$ cat config.mk
export PLATFORM = sky130hd
export DESIGN_NAME = art_pwm_timer
export DESIGN_NICKNAME = d
export VERILOG_FILES = /design/src/core/art_pwm_pkg.sv /design/src/core/art_pwm_timer.sv
export VERILOG_INCLUDE_DIRS = /design/src /design/src/core
export SDC_FILE = /design/constraint.sdc
export NUM_CORES = 1
export LEC_CHECK = 0
export ABC_AREA = 1
export BUFFER_PORTS_ARGS = -buffer_cell sky130_fd_sc_hd__buf_2
export CELL_PAD_IN_SITES_DETAIL_PLACEMENT = 0
export CELL_PAD_IN_SITES_GLOBAL_PLACEMENT = 2
export CORE_UTILIZATION = 37
export DETAILED_ROUTE_END_ITERATION = 6
export PLACE_DENSITY = 0.88
export SETUP_SLACK_MARGIN = 0.15
export SYNTH_ARGS = -nofsm -noshare
export SYNTH_HDL_FRONTEND = slang
export SYNTH_SLANG_ARGS = --single-unit
$ cat constraint.sdc
create_clock -name i_clk_sys -period 4.9 [get_ports i_clk_sys]
set_input_delay 0.49 -clock i_clk_sys [delete_from_list [all_inputs] [get_ports i_clk_sys]]
set_output_delay 0.49 -clock i_clk_sys [all_outputs]
set_load 0.05 [all_outputs]
$ cat src/core/art_pwm_defines.svh
// register offsets, field positions and reset values of the auto-reload pwm timer
`ifndef ART_PWM_DEFINES_SVH
`define ART_PWM_DEFINES_SVH

// ----------------------------------------------------------------------------
// register offsets
// ----------------------------------------------------------------------------
`define OFS_DUTY3        8'h73
`define OFS_DUTY2        8'h74
`define OFS_DUTY1        8'h75
`define OFS_DUTY0        8'h76
`define OFS_PULSE_CTRL   8'h77
`define OFS_TIMER_CS     8'h78
`define OFS_COUNTER      8'h79
`define OFS_RELOAD       8'h7A
`define OFS_CAPTURE_CS   8'h7B
`define OFS_CAPTURE1     8'h7C
`define OFS_CAPTURE2     8'h7D
`define OFS_WAKE_CTRL    8'h7E

// ----------------------------------------------------------------------------
// field positions
// ----------------------------------------------------------------------------
`define BIT_CLK_SRC      7
`define BIT_DIV_HI       6
`define BIT_DIV_LO       4
`define BIT_CNT_EN       3
`define BIT_FORCE_RLD    2
`define BIT_OVF_IE       1
`define BIT_OVF_FLAG     0
`define BIT_CAP_EDGE_LO  4
`define BIT_CAP_IE_LO    2
`define BIT_CAP_FLAG_LO  0
`define BIT_HALT         0

// ----------------------------------------------------------------------------
// reset value and counter top value
// ----------------------------------------------------------------------------
`define RST_REG          8'h00
`define CNT_TOP          8'hFF

`endif

$ cat src/core/art_pwm_pkg.sv
// types shared by the auto-reload pwm timer
package art_pwm_pkg;
  typedef logic [7:0] byte_t;
endpackage

$ cat src/core/art_pwm_timer.sv
// 8-bit auto-reload timer with four pwm outputs and two capture channels
//
// Implementation choices: the address-and-strobe port and the placing of the registers.
`include "art_pwm_defines.svh"

module art_pwm_timer
  import art_pwm_pkg::*;
#(
  parameter int NUM_PWM = 4,
  parameter int NUM_CAP = 2,
  parameter int PRE_W   = 7
) (
  input  wire logic               i_clk_sys,
  input  wire logic               i_srst,
  input  wire logic               i_ce,
  input  wire logic [7:0]         i_addr,
  input  wire logic [7:0]         i_wdata,
  input  wire logic               i_wr,
  input  wire logic               i_rd,
  output logic      [7:0]         o_rdata,
  input  wire logic               i_ext_clk,
  input  wire logic [NUM_CAP-1:0] i_capture_pin,
  output logic      [NUM_PWM-1:0] o_pulse_output_pin,
  output logic      [NUM_PWM-1:0] o_pulse_output_oe,
  output logic                    o_ovf_irq,
  output logic      [NUM_CAP-1:0] o_cap_irq,
  output logic                    o_wakeup
);

  // the register map and the tap decode are laid out for these sizes only
  if (NUM_PWM != 4 || NUM_CAP != 2 || PRE_W != 7) begin : g_bad_params
    $error("art_pwm_timer: only 4 pwm, 2 capture channels and a 7-bit prescaler are supported");
  end

  // --------------------------------------------------------------------------
  // register state
  // --------------------------------------------------------------------------
  byte_t              timer_ctrl_q;
  logic               ovf_flag_q;
  byte_t              counter_q;
  byte_t              counter_d;
  byte_t              reload_q;
  byte_t              pulse_ctrl_q;
  byte_t              duty_q    [NUM_PWM];
  byte_t              compare_q [NUM_PWM];
  logic [1:0]         cap_edge_q;
  logic [1:0]         cap_ie_q;
  logic [1:0]         cap_flag_q;
  byte_t              capture_q [NUM_CAP];
  logic               halt_q;
  logic [PRE_W-1:0]   pre_q;
  logic [PRE_W-1:0]   pre_d;
  byte_t              rdata_q;

  // --------------------------------------------------------------------------
  // pin synchronisers and edge detection
  // --------------------------------------------------------------------------
  logic [2:0]         ext_sync_q;
  logic [NUM_CAP-1:0] cap_s1_q;
  logic [NUM_CAP-1:0] cap_s2_q;
  logic [NUM_CAP-1:0] cap_s3_q;

  always_ff @(posedge i_clk_sys) begin
    if (i_srst) begin
      ext_sync_q <= 3'h0;
    end else if (i_ce) begin
      ext_sync_q <= {ext_sync_q[1:0], i_ext_clk};
    end
  end

  always_ff @(posedge i_clk_sys) begin
    if (i_srst) begin
      cap_s1_q   <= '0;
      cap_s2_q   <= '0;
      cap_s3_q   <= '0;
    end else if (i_ce) begin
      cap_s1_q   <= i_capture_pin;
      cap_s2_q   <= cap_s1_q;
      cap_s3_q   <= cap_s2_q;
    end
  end

  wire ext_rise = ext_sync_q[1] & ~ext_sync_q[2];

  wire [NUM_CAP-1:0] cap_rise = cap_s2_q & ~cap_s3_q;
  wire [NUM_CAP-1:0] cap_fall = ~cap_s2_q & cap_s3_q;
  wire [NUM_CAP-1:0] cap_edge = (cap_edge_q & cap_rise) | (~cap_edge_q & cap_fall);

  // --------------------------------------------------------------------------
  // address decode
  // --------------------------------------------------------------------------
  wire sel_tcs   = (i_addr == `OFS_TIMER_CS);
  wire sel_cnt   = (i_addr == `OFS_COUNTER);
  wire sel_rld   = (i_addr == `OFS_RELOAD);
  wire sel_pctl  = (i_addr == `OFS_PULSE_CTRL);
  wire sel_ccs   = (i_addr == `OFS_CAPTURE_CS);
  wire sel_cap1  = (i_addr == `OFS_CAPTURE1);
  wire sel_cap2  = (i_addr == `OFS_CAPTURE2);
  wire sel_wake  = (i_addr == `OFS_WAKE_CTRL);
  wire sel_duty0 = (i_addr == `OFS_DUTY0);
  wire sel_duty1 = (i_addr == `OFS_DUTY1);
  wire sel_duty2 = (i_addr == `OFS_DUTY2);
  wire sel_duty3 = (i_addr == `OFS_DUTY3);

  wire [NUM_PWM-1:0] sel_duty = {sel_duty3, sel_duty2, sel_duty1, sel_duty0};
  wire [NUM_CAP-1:0] rd_cap   = {sel_cap2, sel_cap1} & {NUM_CAP{i_rd}};

  wire wr_tcs     = i_wr & sel_tcs;
  wire wr_cnt     = i_wr & sel_cnt;
  wire force_rld  = wr_tcs & i_wdata[`BIT_FORCE_RLD];

  // --------------------------------------------------------------------------
  // prescaler and counter
  // --------------------------------------------------------------------------
  wire       clk_src  = timer_ctrl_q[`BIT_CLK_SRC];
  wire [2:0] div_sel  = timer_ctrl_q[`BIT_DIV_HI:`BIT_DIV_LO];
  wire       cnt_en   = timer_ctrl_q[`BIT_CNT_EN];
  wire       in_tick  = clk_src ? ext_rise : 1'b1;

  // tap n fires when the low n bits of the prescaler are all ones
  wire [PRE_W-1:0] tap_mask = PRE_W'((8'h01 << div_sel) - 8'h01);
  wire             pre_tick = in_tick & ((pre_q & tap_mask) == tap_mask);
  wire             cnt_tick = cnt_en & pre_tick;
  wire             overflow = cnt_tick & (counter_q == `CNT_TOP);

  // counter writes and forced reloads restart the prescaler from zero
  always_comb begin
    pre_d = pre_q;
    if (force_rld || wr_cnt) begin
      pre_d = '0;
    end else if (cnt_en && in_tick) begin
      pre_d = pre_q + PRE_W'(1);
    end
  end

  always_comb begin
    counter_d = counter_q;
    if (force_rld) begin
      counter_d = reload_q;
    end else if (wr_cnt) begin
      counter_d = i_wdata;
    end else if (overflow) begin
      counter_d = reload_q;
    end else if (cnt_tick) begin
      counter_d = counter_q + 8'h01;
    end
  end

  // --------------------------------------------------------------------------
  // prescaler and counter state
  // --------------------------------------------------------------------------
  always_ff @(posedge i_clk_sys) begin
    if (i_srst) begin
      pre_q     <= '0;
      counter_q <= `RST_REG;
    end else if (i_ce) begin
      pre_q     <= pre_d;
      counter_q <= counter_d;
    end
  end

  // --------------------------------------------------------------------------
  // timer control and overflow flag
  // --------------------------------------------------------------------------
  // force reload and the flag never store, force reload reads back zero and the flag reads ovf_flag_q
  wire       ovf_clear = i_rd & sel_tcs;
  wire [7:0] tcs_wval  = {i_wdata[7:3], 1'b0, i_wdata[`BIT_OVF_IE], 1'b0};

  always_ff @(posedge i_clk_sys) begin
    if (i_srst) begin
      timer_ctrl_q <= `RST_REG;
    end else if (i_ce && wr_tcs) begin
      timer_ctrl_q <= tcs_wval;
    end
  end

  // a new overflow wins over a clearing read in the same cycle
  always_ff @(posedge i_clk_sys) begin
    if (i_srst) begin
      ovf_flag_q <= 1'b0;
    end else if (i_ce) begin
      if (overflow) begin
        ovf_flag_q <= 1'b1;
      end else if (ovf_clear) begin
        ovf_flag_q <= 1'b0;
      end
    end
  end

  // --------------------------------------------------------------------------
  // reload, pulse control and capture control registers
  // --------------------------------------------------------------------------
  wire wr_rld  = i_wr & sel_rld;
  wire wr_pctl = i_wr & sel_pctl;
  wire wr_ccs  = i_wr & sel_ccs;
  wire wr_wake = i_wr & sel_wake;

  always_ff @(posedge i_clk_sys) begin
    if (i_srst) begin
      reload_q <= `RST_REG;
    end else if (i_ce && wr_rld) begin
      reload_q <= i_wdata;
    end
  end

  always_ff @(posedge i_clk_sys) begin
    if (i_srst) begin
      pulse_ctrl_q <= `RST_REG;
    end else if (i_ce && wr_pctl) begin
      pulse_ctrl_q <= i_wdata;
    end
  end

  always_ff @(posedge i_clk_sys) begin
    if (i_srst) begin
      cap_edge_q <= 2'h0;
      cap_ie_q   <= 2'h0;
    end else if (i_ce && wr_ccs) begin
      cap_edge_q <= i_wdata[`BIT_CAP_EDGE_LO +: 2];
      cap_ie_q   <= i_wdata[`BIT_CAP_IE_LO +: 2];
    end
  end

  // --------------------------------------------------------------------------
  // halt request, cleared by the wake-up it waits for
  // --------------------------------------------------------------------------
  always_ff @(posedge i_clk_sys) begin
    if (i_srst) begin
      halt_q <= 1'b0;
    end else if (i_ce) begin
      if (wr_wake) begin
        halt_q <= i_wdata[`BIT_HALT];
      end else if (o_wakeup) begin
        halt_q <= 1'b0;
      end
    end
  end

  // --------------------------------------------------------------------------
  // pwm channels
  // --------------------------------------------------------------------------
  logic [NUM_PWM-1:0] pwm_raw;

  for (genvar g = 0; g < NUM_PWM; g++) begin : g_pwm
    always_ff @(posedge i_clk_sys) begin
      if (i_srst) begin
        duty_q[g]    <= `RST_REG;
        compare_q[g] <= `RST_REG;
      end else if (i_ce) begin
        if (i_wr && sel_duty[g]) begin
          duty_q[g] <= i_wdata;
        end
        if (overflow) begin
          compare_q[g] <= duty_q[g];
        end
      end
    end
    // reload point starts the active phase, the count after the compare match ends it
    assign pwm_raw[g] = (counter_q <= compare_q[g]);
  end

  wire [NUM_PWM-1:0] polarity = pulse_ctrl_q[NUM_PWM-1:0];
  wire [NUM_PWM-1:0] out_en   = pulse_ctrl_q[7:4];

  // polarity applied combinationally so a change shows at once
  assign o_pulse_output_pin = (pwm_raw ^ polarity) & out_en;
  assign o_pulse_output_oe  = out_en;

  // --------------------------------------------------------------------------
  // capture channels
  // --------------------------------------------------------------------------
  for (genvar c = 0; c < NUM_CAP; c++) begin : g_cap
    always_ff @(posedge i_clk_sys) begin
      if (i_srst) begin
        capture_q[c]  <= `RST_REG;
        cap_flag_q[c] <= 1'b0;
      end else if (i_ce) begin
        if (cap_edge[c] && !cap_flag_q[c]) begin
          capture_q[c]  <= counter_q;
          cap_flag_q[c] <= 1'b1;
        end else if (rd_cap[c]) begin
          cap_flag_q[c] <= 1'b0;
        end
      end
    end
  end

  // --------------------------------------------------------------------------
  // interrupts and wake-up
  // --------------------------------------------------------------------------
  assign o_ovf_irq = ovf_flag_q & timer_ctrl_q[`BIT_OVF_IE];
  assign o_cap_irq = cap_flag_q & cap_ie_q;
  assign o_wakeup  = halt_q & |(cap_edge & cap_ie_q);

  // --------------------------------------------------------------------------
  // read path
  // --------------------------------------------------------------------------
  // each selected register drives its byte, every other one drives zero
  byte_t rd_mux;

  wire [7:0] rv_tcs  = {8{sel_tcs}} & {timer_ctrl_q[7:3], 1'b0, timer_ctrl_q[1], ovf_flag_q};
  wire [7:0] rv_cnt  = {8{sel_cnt}} & counter_q;
  wire [7:0] rv_rld  = {8{sel_rld}} & reload_q;
  wire [7:0] rv_pctl = {8{sel_pctl}} & pulse_ctrl_q;
  wire [7:0] rv_ccs  = {8{sel_ccs}} & {2'b00, cap_edge_q, cap_ie_q, cap_flag_q};
  wire [7:0] rv_cap1 = {8{sel_cap1}} & capture_q[0];
  wire [7:0] rv_cap2 = {8{sel_cap2}} & capture_q[1];
  wire [7:0] rv_wake = {8{sel_wake}} & {7'h00, halt_q};
  wire [7:0] rv_dlo  = ({8{sel_duty0}} & duty_q[0]) | ({8{sel_duty1}} & duty_q[1]);
  wire [7:0] rv_dhi  = ({8{sel_duty2}} & duty_q[2]) | ({8{sel_duty3}} & duty_q[3]);

  assign rd_mux = rv_tcs | rv_cnt | rv_rld | rv_pctl | rv_ccs | rv_cap1 | rv_cap2 | rv_wake | rv_dlo | rv_dhi;

  // read data registered, valid in the cycle after the read strobe
  always_ff @(posedge i_clk_sys) begin
    if (i_srst) begin
      rdata_q <= `RST_REG;
    end else if (i_ce) begin
      rdata_q <= rd_mux;
    end
  end

  assign o_rdata = rdata_q;

endmodule

**Yosys cells after proc, flatten, opt, wreduce, memory -nomap -nowiden**

Memory sizes are Yosys's and may differ from the RTL's.
Cells that the tools add are included.

- Bits in registers: 62
- Bits in writable memories: 80
- Bits of input ports: 24
- Memories: 3

- Add/subtract/negate cells: 3
- $lt $le $gt $ge: 4
- Equal/unequal tests: 14
- Shift operators: 1
- Mux-type cells: 55
- Bitwise operators: 62
- Reductions and logical operators: 27

Memory list:

| name | depth | bits a word | rd ports | clocked after memory_dff | write ports | line | source |
|---|---|---|---|---|---|---|---|
| compare_q | 4 | 8 | 4 | 0 | 4 | art_pwm_timer.sv:45 | `byte_t compare_q [NUM_PWM];` |
| duty_q | 4 | 8 | 4 | 0 | 4 | art_pwm_timer.sv:44 | `byte_t duty_q [NUM_PWM];` |
| capture_q | 2 | 8 | 2 | 0 | 2 | art_pwm_timer.sv:49 | `byte_t capture_q [NUM_CAP];` |

Operators with widths:

| operator | count |
|---|---|
| 2-to-1 mux 8 bit | 14 |
| equality test 8 x 7 -> 1 bit, second input constant | 12 |
| bitwise OR 8 bit | 11 |
| AND 8 bit | 10 |
| 2-to-1 mux 1 bit | 39 |
| <= comparator 8 bit | 4 |
| AND 1 bit | 14 |
| AND 2 bit | 7 |
| 2-to-1 mux 7 bit | 2 |
| AND reduction 2 bit | 6 |
| logical AND 1 bit | 11 |
| bitwise OR 1 bit | 10 |
| nonzero test 2 bit | 5 |
| adder 8 x 1 -> 8 bit, second input constant | 1 |
| AND 8 x 1 -> 8 bit | 1 |
| AND 8 x 6 -> 8 bit | 1 |
| equality test 8 bit, second input constant | 1 |
| adder 7 x 1 -> 7 bit, second input constant | 1 |
| AND 7 bit | 1 |
| equality test 7 bit | 1 |
| << shifter 1 x 3 -> 7 bit, first input constant | 1 |
| subtractor 7 x 1 -> 7 bit, second input constant | 1 |
| NOT 2 bit | 3 |
| AND 4 bit | 1 |
| other kinds (7) | 8 |

**Logic depth before layout (Yosys ltp)**

- Word-level depth: 12
- Depth in mapped cells: 16
- Gate-level depth less buffers: 15

**Worst setup path after synthesis**

Ideal clock, no wire load.

- Path type: reg2reg
- Start: reg timer_ctrl_q[5]
- End: mem compare_q[0][0] (netlist name) (enable)
- Setup time: 0.466 ns
- Data arrival time: 3.718 ns
- Slack: 0.716 ns
- Stages on the path, launching flop included: 11
- Clock period less this slack: 4.184 ns
- Path through: dfxtp_1 -> buf_2 -> nor2_2 -> nand2_1 -> ha_1 -> o21ai_0 -> nor2_1 -> nand2_1 -> nor2_1 -> nand3_2 -> o21ai_0

RTL lines:

| what | line | source |
|---|---|---|
| start: declaration | art_pwm_timer.sv:38 | `byte_t timer_ctrl_q;` |
| start signal: assignment | art_pwm_timer.sv:171 | `` timer_ctrl_q <= `RST_REG; `` |
| start signal: assignment | art_pwm_timer.sv:173 | `timer_ctrl_q <= tcs_wval;` |
| end: declaration | art_pwm_timer.sv:45 |  |

**Final worst setup path**

- Start: reg counter_q[0]
- End: out o_pulse_output_pin[1]

- Longest elaborated chain between the ends: 3

RTL lines:

| what | line | source |
|---|---|---|
| start: declaration | art_pwm_timer.sv:40 | `byte_t counter_q;` |
| start signal: assignment | art_pwm_timer.sv:155 | `` counter_q <= `RST_REG; `` |
| start signal: assignment | art_pwm_timer.sv:158 | `counter_q <= counter_d;` |
| <= comparator 8 bit | art_pwm_timer.sv:259 | `assign pwm_raw[g] = (counter_q <= compare_q[g]);` |
| XOR 4 bit | art_pwm_timer.sv:266 | `assign o_pulse_output_pin = (pwm_raw ^ polarity) & out_en;` |
| AND 4 bit | art_pwm_timer.sv:266 |  |
| end: declaration | art_pwm_timer.sv:23 | `output logic [NUM_PWM-1:0] o_pulse_output_pin,` |

Every way passes these cells.

==> run_results.csv <==
group,metric,value,unit
status,status,"finished clean",
route,ant_nets,0,
cts,cts-root-buf,"clkbuf_16",
place,place.gp.congestion,0.855,
setup_path,crit_chain,"inv_1, ha_1, inv_1, a21oi_1, o21ai_0, nand2_1, o211ai_1, o21ai_0, a21oi_1, buf_2",
synth,synth_seq_cells,142,
die,die_w,144,um
route,drt_iter0_drc,620,
cts,path_clk_slew,0.07,ns
cts,cts.sinks,142,
timing,finClkSkew,0.0122,ns
cts,cts_max_path_buffers,2,
grt,grt_pass1_wl,33300,um
job,max-cap-violations,0,
route,via_count,6200,
route,wirelength,21700,um
synth,syn_nets,964,
grt,grt_pass1_vias,5735,
cts,cts_buffers,17,
synth,synthFlopType,"edfxtp_1",
setup_path,crit_family,"compound AO/OA/AOI/OAI gates",
pwr,vdd_drop_max,0.297,mV
timing,setup_viol,0,
timing,max_slew_margin,0.257,
timing,period_share,0.612,
grt,antenna_found_initial,0,
pwr,power_per_cell_area,315,nW/um2
synth,postSynthAreaPerCell,8.19,um2
cts,cts_tree,"done",
cts,postCtsResizedCells,0,
synth,synthArstFlopShare,0,
setup_path,required,4.41,ns
synth,ys_seq_area_frac,0.491,
cts,cts.htree.levels,4,
pwr,leakage,0.00357,uW
synth,yosys.area.top_type,"edfxtp_1",
cells_and_area,antenna_cells,0,
setup_path,worst_setup_path_end_kind,"output pin",
setup_path,slowest_delay,0.47,ns
route,drtPass1Iterations,5,
route,viasPerCell,5.07,
synth,synth_compound_area_frac,0.154,
cts,cts_hold_buf,0,
setup_path,critPathSlowestCell,"dfxtp_1",
cells_and_area,area_growth,13.3,%
grt,grt_start_max_net_pins,34,
cts,clock_latency,0.43,ns
setup_path,worstSetupPathType,"register to output pin",
timing,hold_viol,0,
timing,worstMarginPinSlew,1.10,ns
synth,synth_simple_gate_area_frac,0.192,
grt,gr-usage-all-layers,0.223,
min_path,hold_class,"primary input to register",
cells_and_area,layout.nets,1004,
synth,yosys_warnings,0,
synth,synth_top_family_by_area,"simple AND/OR/NAND/NOR gates",
synth,syn_area,7410,um2
timing,whs,0.290,ns
timing,rsz0062_at_grt,"false",
die,row_count,51,
place,io_buffer_count,43,
timing,drv_slew,0,
cts,postCtsSetupBuffers,0,
synth,synthMuxAreaShare,0,
synth,yosysUniqueCellTypes,41,
timing,max_freq,0.334,GHz
synth,ys_top_cells_by_area,"edfxtp_1 32%, dfxtp_1 17%, inv_1 7.4%, nor2_1 7.3%, ha_1 5.9%",
synth,synth_fa_ha_area_frac,0.0591,
place,dpl.hpwl,16300,um
setup_path,arrival,2.51,ns
route,post-route-drc-count,0,
die,die_y,144,um
synth,yosysTopAreaCellShare,0.324,
die,ios,44,
route,post_drt_wl_per_cell,17.7,um
cells_and_area,drive_gt1_frac,0.108,
timing,tns,0,ns
setup_path,crit_buf_inv,3,
die,die_area,20600,um2
synth,synth_cells,905,
grt,grt.overflow.total,0,
synth,synth-xor-area-share,0.00709,
setup_path,critPathMaxFanout,6,
die,start_util,0.380,
synth,synth_enable_flop_cells,80,
die,core_area,19500,um2
timing,fin_crit,3.00,ns
setup_path,start_kind,"register",
area by class of cell:
| type | count | area, um2 |
|---|---|---|
| clock buffer | 19 | 433 |
| clock inverter | 13 | 92.6 |
| fill | 2038 | 11100 |
| inverter | 156 | 596 |
| multi-input combinational | 581 | 3060 |
| sequential | 142 | 3640 |
| tap | 265 | 332 |
| timing repair buffer | 47 | 245 |
sequential cells by signal, indices dropped and copies added, names as in the netlist:
name          flops
cap_ie_q          2
pulse_ctrl_q      8
cap_flag_q        2
capture_q        16
cap_s3_q          2
compare_q        32
o_rdata           8
timer_ctrl_q      6
duty_q           32
cap_s2_q          2
ext_sync_q        3
counter_q         8
cap_edge_q        2
reload_q          8
halt_q            1
cap_s1_q          2
pre_q             7
ovf_flag_q        1
logic make-up after synthesis:
kind of cell	Yosys count
simple gates	327
compound gates	213
buf+inv	182
flops	142
fa+ha+maj	35
xor+xnor	6
per-layer routing:
layer / global-route usage / up-vias / part of all wire
li1: - / 3093 / -
met3: 0.0380 / 34 / 0.071
met5: 0 / - / 0
met1: 0.324 / 2832 / 0.48
met2: 0.332 / 241 / 0.43
met4: 0.0784 / 0 / 0.021
tightest hold or removal path: stages:
cell and delay, ns:
buf_2 0.07, nor2_1 0.03, nor2_1 0.08
layout by cell type (no fill, tap or decap), drive strengths merged, types with 2 or more instances in the layout:
cell type  netlist  routed
o21ai           89      89
o2bb2ai          2       2
nand4            9       9
clkinv           2       8
inv            154     157
o22ai           21      21
nor3             7       7
ha              35      35
edfxtp          80      80
dfxtp           62      62
nand2          112     112
buf             10      47
nand3           46      46
a21oi           86      86
clkbuf          16      19
o211ai           9       9
clkinvlp         0       4
xor2             5       5
nor2           150     150
a31oi            2       2
path summary, 6_finish.rpt:
| path | cells past startpoint | from | to | slack [ns] |
|---|---|---|---|---|
| hold / removal | 3 | i_ext_clk | ext_sync_q[0]$_SDFFE_PP0P_ | 0.29 |
| setup reg to reg | 11 | timer_ctrl_q[6]$_SDFFE_PP0P_ | compare_q[0][3]$_SDFFCE_PN0P_ | 2.10 |
| hold reg to reg | 2 | ext_sync_q[2]$_SDFFE_PP0P_ | ext_sync_q[2]$_SDFFE_PP0P_ | 0.46 |
| setup / recovery | 10 | counter_q[0]$_SDFFE_PP0P_ | o_pulse_output_pin[1] | 1.90 |
Yosys cell counts (all sizes together), types with 2 or more instances:
master     n
inv      154
nor2     150
nand2    112
o21ai     89
a21oi     86
edfxtp    80
dfxtp     62
nand3     46
ha        35
o22ai     21
clkbuf    16
buf       10
nand4      9
o211ai     9
nor3       7
xor2       5
a31oi      2
clkinv     2
o2bb2ai    2
power breakdown:
group	switching (uW)	internal [uW]
clock network	522	647
registers	15.2	1300
logic	124	39.5
through the flow:
stage | instances | area [um2] | util | total power [uW] | setup slack, ns
after floorplan | 905 | 7410 | - | 1430 | 0.716
after global placement | 1191 | 7870 | 0.403 | 1500 | 2.13
after detailed placement | 1191 | 7870 | 0.403 | 1500 | 2.07
after CTS | 1223 | 8400 | 0.430 | 2650 | 1.87
after global routing | 1223 | 8400 | 0.430 | 2720 | 1.63
final | 1223 | 8400 | 0.430 | 2640 | 1.90
Power figures use the tool's default switching activity.
